### src/include/pll_tally_pkg.sv
package pll_tally_pkg;
    // ----------------------------------------
    // register map
    // ----------------------------------------
    localparam logic [11:0] unlock_tally_addr  = 12'h000;
    localparam logic [11:0] spare_config_addr  = 12'h004;
    localparam logic [11:0] spare_status_addr  = 12'h008;
    localparam logic [11:0] pll_status_addr    = 12'h00c;
    localparam logic [11:0] tally_thresh_addr  = 12'h010;

    localparam logic [3:0]  tally_reset        = 4'h0;
    localparam logic [3:0]  tally_max          = 4'hf;
    localparam logic [3:0]  thresh_reset       = 4'hf;
    localparam logic [15:0] spare_config_reset = 16'h0000;
    localparam logic [15:0] spare_config_mask  = 16'hffff;

    // ----------------------------------------
    // field positions
    // ----------------------------------------
    localparam int regulator_dis_bit = 15;
    localparam int sense_oneshot_bit = 13;
    localparam int gate_bypass_bit   = 12;
    localparam int gate_start_bit    = 11;
    localparam int bank_bypass_hi    = 10;
    localparam int bank_bypass_lo    = 4;
    localparam int lock_status_bit   = 0;
    localparam int limit_status_bit  = 1;

    localparam int sync_stages       = 3;

    typedef enum logic [3:0] {
        load_idle  = 4'b0001,
        load_wait  = 4'b0010,
        load_user  = 4'b0100,
        load_done  = 4'b1000
    } load_state_t;
endpackage

### src/logic/pin_sync.sv
module pin_sync #(
    parameter int width = 1
) (
    input  wire logic             pclk,
    input  wire logic             presetn,
    input  wire logic             clk_en,
    input  wire logic [width-1:0] pin,
    output logic      [width-1:0] level
);
    logic [width-1:0] stage1;
    logic [width-1:0] stage2;
    logic [width-1:0] stage3;
    logic [width-1:0] next_level;

    // change is accepted once stages two and three agree
    always_comb
    begin
        for (int i = 0; i < width; i++)
        begin
            next_level[i] = (stage2[i] == stage3[i]) ? stage3[i] : level[i];
        end
    end

    always_ff @(posedge pclk or negedge presetn)
    begin
        if (!presetn)
        begin
            stage1 <= '0;
            stage2 <= '0;
            stage3 <= '0;
            level  <= '0;
        end
        else if (clk_en)
        begin
            stage1 <= pin;
            stage2 <= stage1;
            stage3 <= stage2;
            level  <= next_level;
        end
    end
endmodule

### src/logic/pll_unlock_tally_analog_cfg.sv
module pll_unlock_tally_analog_cfg #(
    parameter int bank_count = 7
) (
    input  wire logic        pclk,
    input  wire logic        presetn,
    input  wire logic        clk_en,
    input  wire logic        psel,
    input  wire logic        penable,
    input  wire logic        pwrite,
    input  wire logic [11:0] paddr,
    input  wire logic [31:0] pwdata,
    input  wire logic [3:0]  pstrb,
    output logic      [31:0] prdata,
    output logic             pready,
    output logic             pslverr,
    input  wire logic        pll_locked,
    input  wire logic        otp_common_last_valid,
    input  wire logic [7:0]  otp_common_last_byte,
    input  wire logic        vddo_all_present,
    output logic             user_config_load,
    output logic             regulator_group_off,
    output logic             vddo_sense_oneshot,
    output logic [bank_count-1:0] bank_ldo_bypass,
    output logic [3:0]       bandgap_ptat_adjust
);
    // ----------------------------------------
    // lock input and edge
    // ----------------------------------------
    logic lock_level;
    logic lock_prev;
    logic lock_fall;

    pin_sync #(
        .width(1)
    ) u_lock_sync (
        .pclk    (pclk),
        .presetn (presetn),
        .clk_en  (clk_en),
        .pin     (pll_locked),
        .level   (lock_level)
    );

    assign lock_fall = lock_prev & ~lock_level;

    // ----------------------------------------
    // bus decode
    // ----------------------------------------
    logic        wr_access;
    logic        rd_hit;
    logic [3:0]  tally;
    logic [3:0]  thresh;
    logic [15:0] spare_config;
    logic        limit_flag;
    logic [3:0]  next_tally;
    logic [3:0]  next_thresh;
    logic [15:0] next_spare_config;
    logic        next_limit_flag;
    logic [31:0] next_prdata;

    function automatic logic known_addr(input logic [11:0] a);
        known_addr = (a == pll_tally_pkg::unlock_tally_addr)
                  || (a == pll_tally_pkg::spare_config_addr)
                  || (a == pll_tally_pkg::spare_status_addr)
                  || (a == pll_tally_pkg::pll_status_addr)
                  || (a == pll_tally_pkg::tally_thresh_addr);
    endfunction

    assign pready    = 1'b1;
    assign wr_access = psel & penable & pwrite & clk_en;
    assign pslverr   = psel & penable & ~known_addr(paddr);
    assign rd_hit    = psel & ~penable & ~pwrite & clk_en;

    // ----------------------------------------
    // register next values
    // ----------------------------------------
    always_comb
    begin
        next_tally        = tally;
        next_thresh       = thresh;
        next_spare_config = spare_config;
        next_limit_flag   = limit_flag;
        if (lock_fall && tally != pll_tally_pkg::tally_max)
        begin
            next_tally = tally + 4'h1;
        end
        if (wr_access && paddr == pll_tally_pkg::unlock_tally_addr && pstrb[0])
        begin
            next_tally = pwdata[3:0];
        end
        if (wr_access && paddr == pll_tally_pkg::tally_thresh_addr && pstrb[0])
        begin
            next_thresh = pwdata[3:0];
        end
        if (wr_access && paddr == pll_tally_pkg::spare_config_addr)
        begin
            if (pstrb[0])
            begin
                next_spare_config[7:0] = pwdata[7:0];
            end
            if (pstrb[1])
            begin
                next_spare_config[15:8] = pwdata[15:8];
            end
        end
        // write one clears, but the live condition wins
        if (wr_access && paddr == pll_tally_pkg::pll_status_addr
            && pstrb[0] && pwdata[pll_tally_pkg::limit_status_bit])
        begin
            next_limit_flag = 1'b0;
        end
        if (next_tally > thresh)
        begin
            next_limit_flag = 1'b1;
        end
    end

    // ----------------------------------------
    // read data
    // ----------------------------------------
    always_comb
    begin
        next_prdata = prdata;
        if (rd_hit)
        begin
            next_prdata = 32'h0000_0000;
            unique case (paddr)
                pll_tally_pkg::unlock_tally_addr: next_prdata[3:0] = tally;
                pll_tally_pkg::spare_config_addr: next_prdata[15:0] = spare_config;
                pll_tally_pkg::tally_thresh_addr: next_prdata[3:0] = thresh;
                pll_tally_pkg::pll_status_addr:
                begin
                    next_prdata[pll_tally_pkg::lock_status_bit]  = lock_level;
                    next_prdata[pll_tally_pkg::limit_status_bit] = limit_flag;
                end
                default: next_prdata = 32'h0000_0000;
            endcase
        end
    end

    always_ff @(posedge pclk or negedge presetn)
    begin
        if (!presetn)
        begin
            lock_prev    <= 1'b0;
            tally        <= pll_tally_pkg::tally_reset;
            thresh       <= pll_tally_pkg::thresh_reset;
            spare_config <= pll_tally_pkg::spare_config_reset;
            limit_flag   <= 1'b0;
            prdata       <= 32'h0000_0000;
        end
        else if (clk_en)
        begin
            lock_prev    <= lock_level;
            tally        <= next_tally;
            thresh       <= next_thresh;
            spare_config <= next_spare_config;
            limit_flag   <= next_limit_flag;
            prdata       <= next_prdata;
        end
    end

    // ----------------------------------------
    // analog controls
    // ----------------------------------------
    assign regulator_group_off = spare_config[pll_tally_pkg::regulator_dis_bit];
    assign vddo_sense_oneshot  = spare_config[pll_tally_pkg::sense_oneshot_bit];
    assign bank_ldo_bypass     = spare_config[pll_tally_pkg::bank_bypass_hi:
                                              pll_tally_pkg::bank_bypass_lo];
    assign bandgap_ptat_adjust = spare_config[3:0];

    // ----------------------------------------
    // user config load gating
    // ----------------------------------------
    pll_tally_pkg::load_state_t load_state;
    pll_tally_pkg::load_state_t next_load_state;
    logic supplies_ok;
    logic gate_start;
    logic gate_bypass;

    pin_sync #(
        .width(1)
    ) u_vddo_sync (
        .pclk    (pclk),
        .presetn (presetn),
        .clk_en  (clk_en),
        .pin     (vddo_all_present),
        .level   (supplies_ok)
    );

    // final common byte holds bits 15:8 of the config word
    assign gate_start  = otp_common_last_byte[pll_tally_pkg::gate_start_bit - 8];
    assign gate_bypass = otp_common_last_byte[pll_tally_pkg::gate_bypass_bit - 8];

    always_comb
    begin
        next_load_state = load_state;
        unique case (load_state)
            pll_tally_pkg::load_idle:
            begin
                if (otp_common_last_valid)
                begin
                    if (gate_start && !gate_bypass)
                    begin
                        next_load_state = pll_tally_pkg::load_wait;
                    end
                    else
                    begin
                        next_load_state = pll_tally_pkg::load_user;
                    end
                end
            end
            pll_tally_pkg::load_wait:
            begin
                if (supplies_ok)
                begin
                    next_load_state = pll_tally_pkg::load_user;
                end
            end
            pll_tally_pkg::load_user: next_load_state = pll_tally_pkg::load_done;
            pll_tally_pkg::load_done: next_load_state = pll_tally_pkg::load_done;
            default:                  next_load_state = pll_tally_pkg::load_idle;
        endcase
    end

    always_ff @(posedge pclk or negedge presetn)
    begin
        if (!presetn)
        begin
            load_state <= pll_tally_pkg::load_idle;
        end
        else if (clk_en)
        begin
            load_state <= next_load_state;
        end
    end

    assign user_config_load = (load_state == pll_tally_pkg::load_user);
endmodule

### config.mk
export PLATFORM = sky130hd
export DESIGN_NAME = pll_unlock_tally_analog_cfg
export DESIGN_NICKNAME = d
export VERILOG_FILES = /design/src/include/pll_tally_pkg.sv /design/src/logic/pin_sync.sv /design/src/logic/pll_unlock_tally_analog_cfg.sv
export SDC_FILE = /design/constraint.sdc
export NUM_CORES = 1
export LEC_CHECK = 0
export BUFFER_PORTS_ARGS = -buffer_cell sky130_fd_sc_hd__clkbuf_2
export CAP_MARGIN = 10
export CORE_UTILIZATION = 53
export DETAILED_ROUTE_END_ITERATION = 10
export GPL_TIMING_DRIVEN = 0
export HOLD_SLACK_MARGIN = 0.02
export PLACE_DENSITY = 0.95
export SLEW_MARGIN = 20
export SYNTH_ARGS = -nofsm -noshare
export SYNTH_HDL_FRONTEND = slang
export SYNTH_SLANG_ARGS = --single-unit
### constraint.sdc
create_clock -name pclk -period 3.5 [get_ports pclk]
set_clock_uncertainty 0.2 [all_clocks]
set_input_delay 0.7 -clock pclk [delete_from_list [all_inputs] [get_ports pclk]]
set_output_delay 0.7 -clock pclk [all_outputs]
set_load 0.02 [all_outputs]
# --- After elaboration in Yosys (flattened, before gate mapping) ---
# Index checks and enable logic that the tools add are counted.
totals:
  reg_bits: 54
  output_inout_bits: 48
  elab_cells: 80
op_classes:
  add_sub_neg: 1
  magnitude_cmp: 1
  eq_ne: 13
  muxes: 11
  n_bitwise: 12
  reduce_logical: 26
op_table:
  columns: ["cell", "count"]
  rows:
  - ["12-bit by 4-bit equality test with 1-bit output, second input constant", 2]
  - ["4-bit 2-to-1 mux", 4]
  - ["12-bit by 3-bit equality test with 1-bit output, second input constant", 1]
  - ["12-bit by 5-bit equality test with 1-bit output, second input constant", 1]
  - ["12-bit logical NOT", 1]
  - ["12-bit 2-to-1 mux", 1]
  - ["4-bit case mux with 3 select lines", 1]
  - ["1-bit logical AND", 10]
  - ["2-bit AND reduction", 5]
  - ["3-bit AND reduction", 3]
  - ["1-bit AND", 8]
  - ["2-bit case mux with 4 select lines", 1]
  - ["2-bit case mux with 3 select lines", 1]
  - ["4-bit by 1-bit adder with 4-bit output, second input constant", 1]
  - ["4-bit by 1-bit equality test with 1-bit output, second input constant", 1]
  - ["4-bit by 2-bit equality test with 1-bit output, second input constant", 1]
  - ["4-bit by 3-bit equality test with 1-bit output, second input constant", 1]
  - ["4-bit equality test, second input constant", 1]
  - ["4-bit greater-than comparator", 1]
  - ["1-bit logical OR", 4]
  - ["4-bit inequality test, second input constant", 1]
  - ["1-bit inverter", 4]
  - ["3-bit 2-to-1 mux", 1]
  - ["1-bit equality test", 2]
  - ["other kinds (6)", 7]

# --- Logic depth before layout (Yosys ltp) ---
logic_depth:
  depth_word: 9
  depth_mapped: 12
  ltp_nobuf: 11

# --- By module ---
# From an unflattened synthesis, not the netlist that was laid out.
unflattened:
  cells_unflattened: 270
  area_unflattened_um2: 2934.1
by_module_without_submodules:
  columns: ["mod", "n_inst", "cells_per_inst", "area_per_inst_um2", "seq_area_each_um2"]
  rows:
  - ["pll_unlock_tally_analog_cfg", 1, 250, 2621.3, 1157.4]
  - ["pin_sync", 2, 10, 156.4, 100.1]

# --- Least setup slack after synthesis ---
# Ideal clock, no wire load.
synth_timing:
  path_kind: "input to register"
  startpoint: "input clk_en"
  endpoint: "register limit_flag"
  arrival_time_ps: 2548
  path_slack_ps: 630
  cell_stages: 12
  path_buffers: 1
  cell_sequence: "buf_4 -> and4_1 -> and2_4 -> and4b_1 -> and2_1 -> o21bai_1 -> ha_1 -> nor2b_1 -> o21ai_0 -> nand2b_1 -> a21oi_1 -> o2bb2ai_1"
synth_between:
  elab_chain_cells: 7
  elab_cells_between_ends: 11
  classes_between: "order compare: 1; mux: 2; bitwise: 1; reduce/logical: 7"
synth_rtl:
  columns: ["element", "line_no", "text"]
  rows:
  - ["start, declared", "pll_unlock_tally_analog_cfg.sv:6", "input wire logic clk_en,"]
  - ["1-bit AND (*)", "pll_unlock_tally_analog_cfg.sv:69", "assign wr_access = psel & penable & pwrite & clk_en;"]
  - ["1-bit logical AND (*) (2 in series)", "pll_unlock_tally_analog_cfg.sv:86", "if (wr_access && paddr == pll_tally_pkg::unlock_tally_addr && pstrb[0])"]
  - ["4-bit 2-to-1 mux (*)", "pll_unlock_tally_analog_cfg.sv:86", null]
  - ["via next_tally[1]", "pll_unlock_tally_analog_cfg.sv:54", "logic [3:0] next_tally;"]
  - ["4-bit greater-than comparator (*)", "pll_unlock_tally_analog_cfg.sv:111", "if (next_tally > thresh)"]
  - ["2-bit nonzero test (no line)", null, null]
  - ["2-bit AND reduction (no line)", null, null]
  - ["end signal, assigned", "pll_unlock_tally_analog_cfg.sv:157", "limit_flag <= next_limit_flag;"]
  - ["end, declared", "pll_unlock_tally_analog_cfg.sv:53", "logic limit_flag;"]
# Mark *: on every way through the listed nets, which the timed path passes. The rest lies on a longest branch.
# A chain may end at the register's enable or synchronous reset.

# --- Worst setup path in the final report ---
# Ends and elaborated chain as after synthesis.

==> results.sh <==
export IMPL_netlist_top_cell_by_area="sky130_fd_sc_hd__dfrtp_1"
export IMPL_netlist_area_um2=2940
export IMPL_clock_tree_from_tritoncts="done"
export IMPL_cts_path_max_buffers=2
export IMPL_slew_limit_headroom_pct=52.1
export IMPL_yosys_warnings=0
export IMPL_finalCritPeriodShare_pct=80.6
export IMPL_yosys_cell_types_count=53
export IMPL_clock_buffer_count_from_cts=5
export IMPL_pin_count_of_the_biggest_net_entering_global_routing=55
export IMPL_avgSynthCellArea_um2=10.9
export IMPL_drt_first_iter_violations=151
export IMPL_route_detailed_vias_per_inst=5.29
export IMPL_cts_num_sinks=54
export IMPL_max_slew_worst_pin_slew_ns=0.718
export IMPL_synth_seq_area_share_pct=46.2
export IMPL_synth_ff_type="sky130_fd_sc_hd__dfrtp_1"
export IMPL_layout_cells_most_common_list="68 x sky130_fd_sc_hd__clkbuf_2, 49 x sky130_fd_sc_hd__dfrtp_1, 31 x sky130_fd_sc_hd__buf_4"
export IMPL_path_max_fanout=9
export IMPL_die_w_um=76.5
export IMPL_post_route_min_period_ns=2.82
export IMPL_dp_worst_setup_slack_ns=0.379
export IMPL_post_cts_resized_instances=0
export IMPL_nets=431
export IMPL_route_detailed_wl_per_inst_um=14.5
export IMPL_cpMaxStageDelayCell="sky130_fd_sc_hd__and4b_1"
export IMPL_buffer_count_from_post_cts_setup_fixing=0
export IMPL_leakagePower_nw=1.80
export IMPL_hold_buffers=0
export IMPL_power_mw=1.52
export IMPL_outcome="finished, final reports clean"
export IMPL_synth_largest_type_area_fraction_pct=41.7
export IMPL_path_class="in -> reg"
export IMPL_mostFrequentLayoutCell="sky130_fd_sc_hd__clkbuf_2"
export IMPL_synth_edff_count=0
export IMPL_start_util_pct=56.2
export IMPL_grt_first_pass_wirelength_um=10600
export IMPL_htreeDepth=2
export IMPL_core_rowCount=26
export IMPL_minimum_hold_slack_ns=0.251
export IMPL_die_height_um=76.5
export IMPL_setup_worst_path_end_class="flip-flop"
export IMPL_clk_insertion_delay_late_ns=0.32
export IMPL_ant_nets=0
export IMPL_layout_overhead_on_the_synthesized_area_pct=20.7
export IMPL_top_level_ports=113
export IMPL_detail_route_drc_violations=0
export IMPL_hold_path_class="in -> async"
export IMPL_reg_to_reg_setup_timing_slack_ns=0.69
export IMPL_rsz0062_at_grt="false"
export IMPL_track_usage_pct=22.9
export IMPL_antenna_found_initial=0
export IMPL_ys_seq_elements=54
export IMPL_worst_path_dominant_cell_family="simple AND/OR/NAND/NOR gates"
export IMPL_total_count_of_hold_check_failures_in_the_final_report=0
export IMPL_first_global_vias=2226
export IMPL_worst_endpoint_data_arrival_time_ns=2.84
export IMPL_grt_remaining_overflow=0
export IMPL_clock_tree_root_driver_cell="sky130_fd_sc_hd__clkbuf_8"
export IMPL_floorplan_die_area_um2=5850
export IMPL_layout_setup_ws_ns=0.680
export IMPL_gp_congestion=0.843
export IMPL_required_ns=3.52
export IMPL_fin_setup_tns_ns=0
export IMPL_synthTopCellsByArea="sky130_fd_sc_hd__dfrtp_1 42%, sky130_fd_sc_hd__buf_4 7.9%, sky130_fd_sc_hd__mux2_2 7.3%, sky130_fd_sc_hd__dfstp_2 4.5%, sky130_fd_sc_hd__mux2_4 4.1%"
export IMPL_post_synth_inst_count=270
export IMPL_fill_cells=411
export IMPL_power_per_cell_area_nw_per_um2=427
export IMPL_vdd_ir_drop_max_mv=0.371
export IMPL_vias=2287
export IMPL_post_dp_hpwl_um=4760
export IMPL_crit_path_cell_trace="buf_4 -> and4_1 -> and2_4 -> and4b_1 -> and2_1 -> o21bai_1 -> ha_1 -> nor2b_1 -> o21ai_0 -> nand2b_1 -> a21oi_1 -> o2bb2ai_1"
export IMPL_slowest_delay_ns=0.33
export IMPL_cts_reportedPaths_clkPinSlew_ns=0.11
export IMPL_io_buffers=69
export IMPL_design_core_area_um2=5240
export IMPL_finalCoreUtilization_pct=67.8
export IMPL_critical_path_buf_inv_count=1
export IMPL_drive_above_1_share_pct=40.9
export IMPL_fmax_mhz=355
export IMPL_synth_async_sr_flop_share_pct=100
export IMPL_cap_violations=0
export IMPL_maxSlewViolCount=0
export IMPL_wl_um=6250
export IMPL_firstDrtPassIters=4
export IMPL_setup_violations=0
export IMPL_critical_path_startpoint_type="primary input"
export IMPL_num_antenna_cells=0
-- cells in the mapped netlist, types with 2 or more instances --
cell type and n:
sky130_fd_sc_hd__ha_1 5, sky130_fd_sc_hd__mux2_2 19, sky130_fd_sc_hd__dfrtp_1 49, sky130_fd_sc_hd__dfstp_2 5, sky130_fd_sc_hd__nand3b_1 2, sky130_fd_sc_hd__mux2_4 8
sky130_fd_sc_hd__a211o_1 2, sky130_fd_sc_hd__and3_1 4, sky130_fd_sc_hd__clkbuf_1 6, sky130_fd_sc_hd__nor2_1 15, sky130_fd_sc_hd__a21oi_1 16, sky130_fd_sc_hd__inv_1 7
sky130_fd_sc_hd__nand2b_1 5, sky130_fd_sc_hd__nor3_1 6, sky130_fd_sc_hd__a22o_1 12, sky130_fd_sc_hd__buf_2 2, sky130_fd_sc_hd__mux2i_1 6, sky130_fd_sc_hd__nor2b_1 3
sky130_fd_sc_hd__nand3_1 4, sky130_fd_sc_hd__a221oi_1 2, sky130_fd_sc_hd__nor3b_1 3, sky130_fd_sc_hd__o31ai_1 4, sky130_fd_sc_hd__conb_1 2, sky130_fd_sc_hd__nand2_1 16
sky130_fd_sc_hd__buf_4 31, sky130_fd_sc_hd__o21ai_0 9
-- kinds of logic (layout without fill, tap and decap cells) --
| group | count (synthesis) | in the layout | synth area share [%] |
|---|---|---|---|
| multiplexers | 33 | 33 | 13.4 |
| XOR/XNOR | 1 | 1 | 0.298 |
| AND/OR/NAND/NOR | 73 | 73 | 14.4 |
| adder cells (fa/ha/maj) | 5 | 5 | 2.13 |
| flip-flops | 54 | 54 | 46.2 |
| AO/OA/AOI/OAI | 55 | 55 | 12.8 |
| buffers and inverters | 47 | 124 | 10.6 |
| other | 2 | 17 | 0.255 |
-- metrics by stage --
step                      std cells  instance area, um2
after floorplan                 285                3000
after global placement          424                3430
after detailed placement        424                3430
after CTS                       432                3550
after global routing            432                3550
final                           432                3550
-- state kept, by name, summed over array words and instances, names as in the netlist, 4 cells and up --
register,cells
thresh,4
load_state,4
spare_config,16
tally,4
prdata,16
-- power by group --
part / leakage [nW] / internal (mW) / total, mW / switching [mW]
Sequential: 0.705 / 0.677 / 0.735 / 0.0582
Clock: 0.0563 / 0.218 / 0.446 / 0.227
Combinational: 1.04 / 0.152 / 0.336 / 0.184
-- cell type report --
| type | count | area (um2) | area share, % |
|---|---|---|---|
| Sequential cell | 54 | 1360 | 38.2 |
| Multi-Input combinational cell | 184 | 1330 | 37.4 |
| Timing Repair Buffer | 69 | 348 | 9.80 |
| Buffer | 40 | 285 | 8.03 |
| Tap cell | 70 | 87.6 | 2.47 |
| Clock buffer | 5 | 68.8 | 1.94 |
| Clock inverter | 3 | 48.8 | 1.37 |
| Inverter | 7 | 26.3 | 0.740 |
-- routing by layer --
metal | vias up | routed length, um | GRT usage (%)
li1 | 1106 | - | -
met1 | 1083 | 2630 | 28.2
met2 | 85 | 3090 | 38.1
met3 | 13 | 424 | 6.47
met4 | 0 | 96 | 8.85
met5 | - | 0 | 0
-- path summary, 6_finish.rpt --
| path | startpoint | endpoint | depth (start not counted) |
|---|---|---|---|
| max reg2reg | tally[0]$_DFFE_PN0P_ | limit_flag$_DFFE_PN0P_ | 10 |
| max in group asynchronous | presetn | lock_prev$_DFFE_PN0P_ | 1 |
| min in group pclk | prdata[2]$_DFFE_PN0P_ | prdata[2]$_DFFE_PN0P_ | 2 |
| min | presetn | load_state[1]$_DFFE_PN0P_ | 1 |
| max | clk_en | limit_flag$_DFFE_PN0P_ | 12 |
| min reg2reg | prdata[2]$_DFFE_PN0P_ | prdata[2]$_DFFE_PN0P_ | 2 |
No activity file was read; power rests on OpenSTA's default activity.
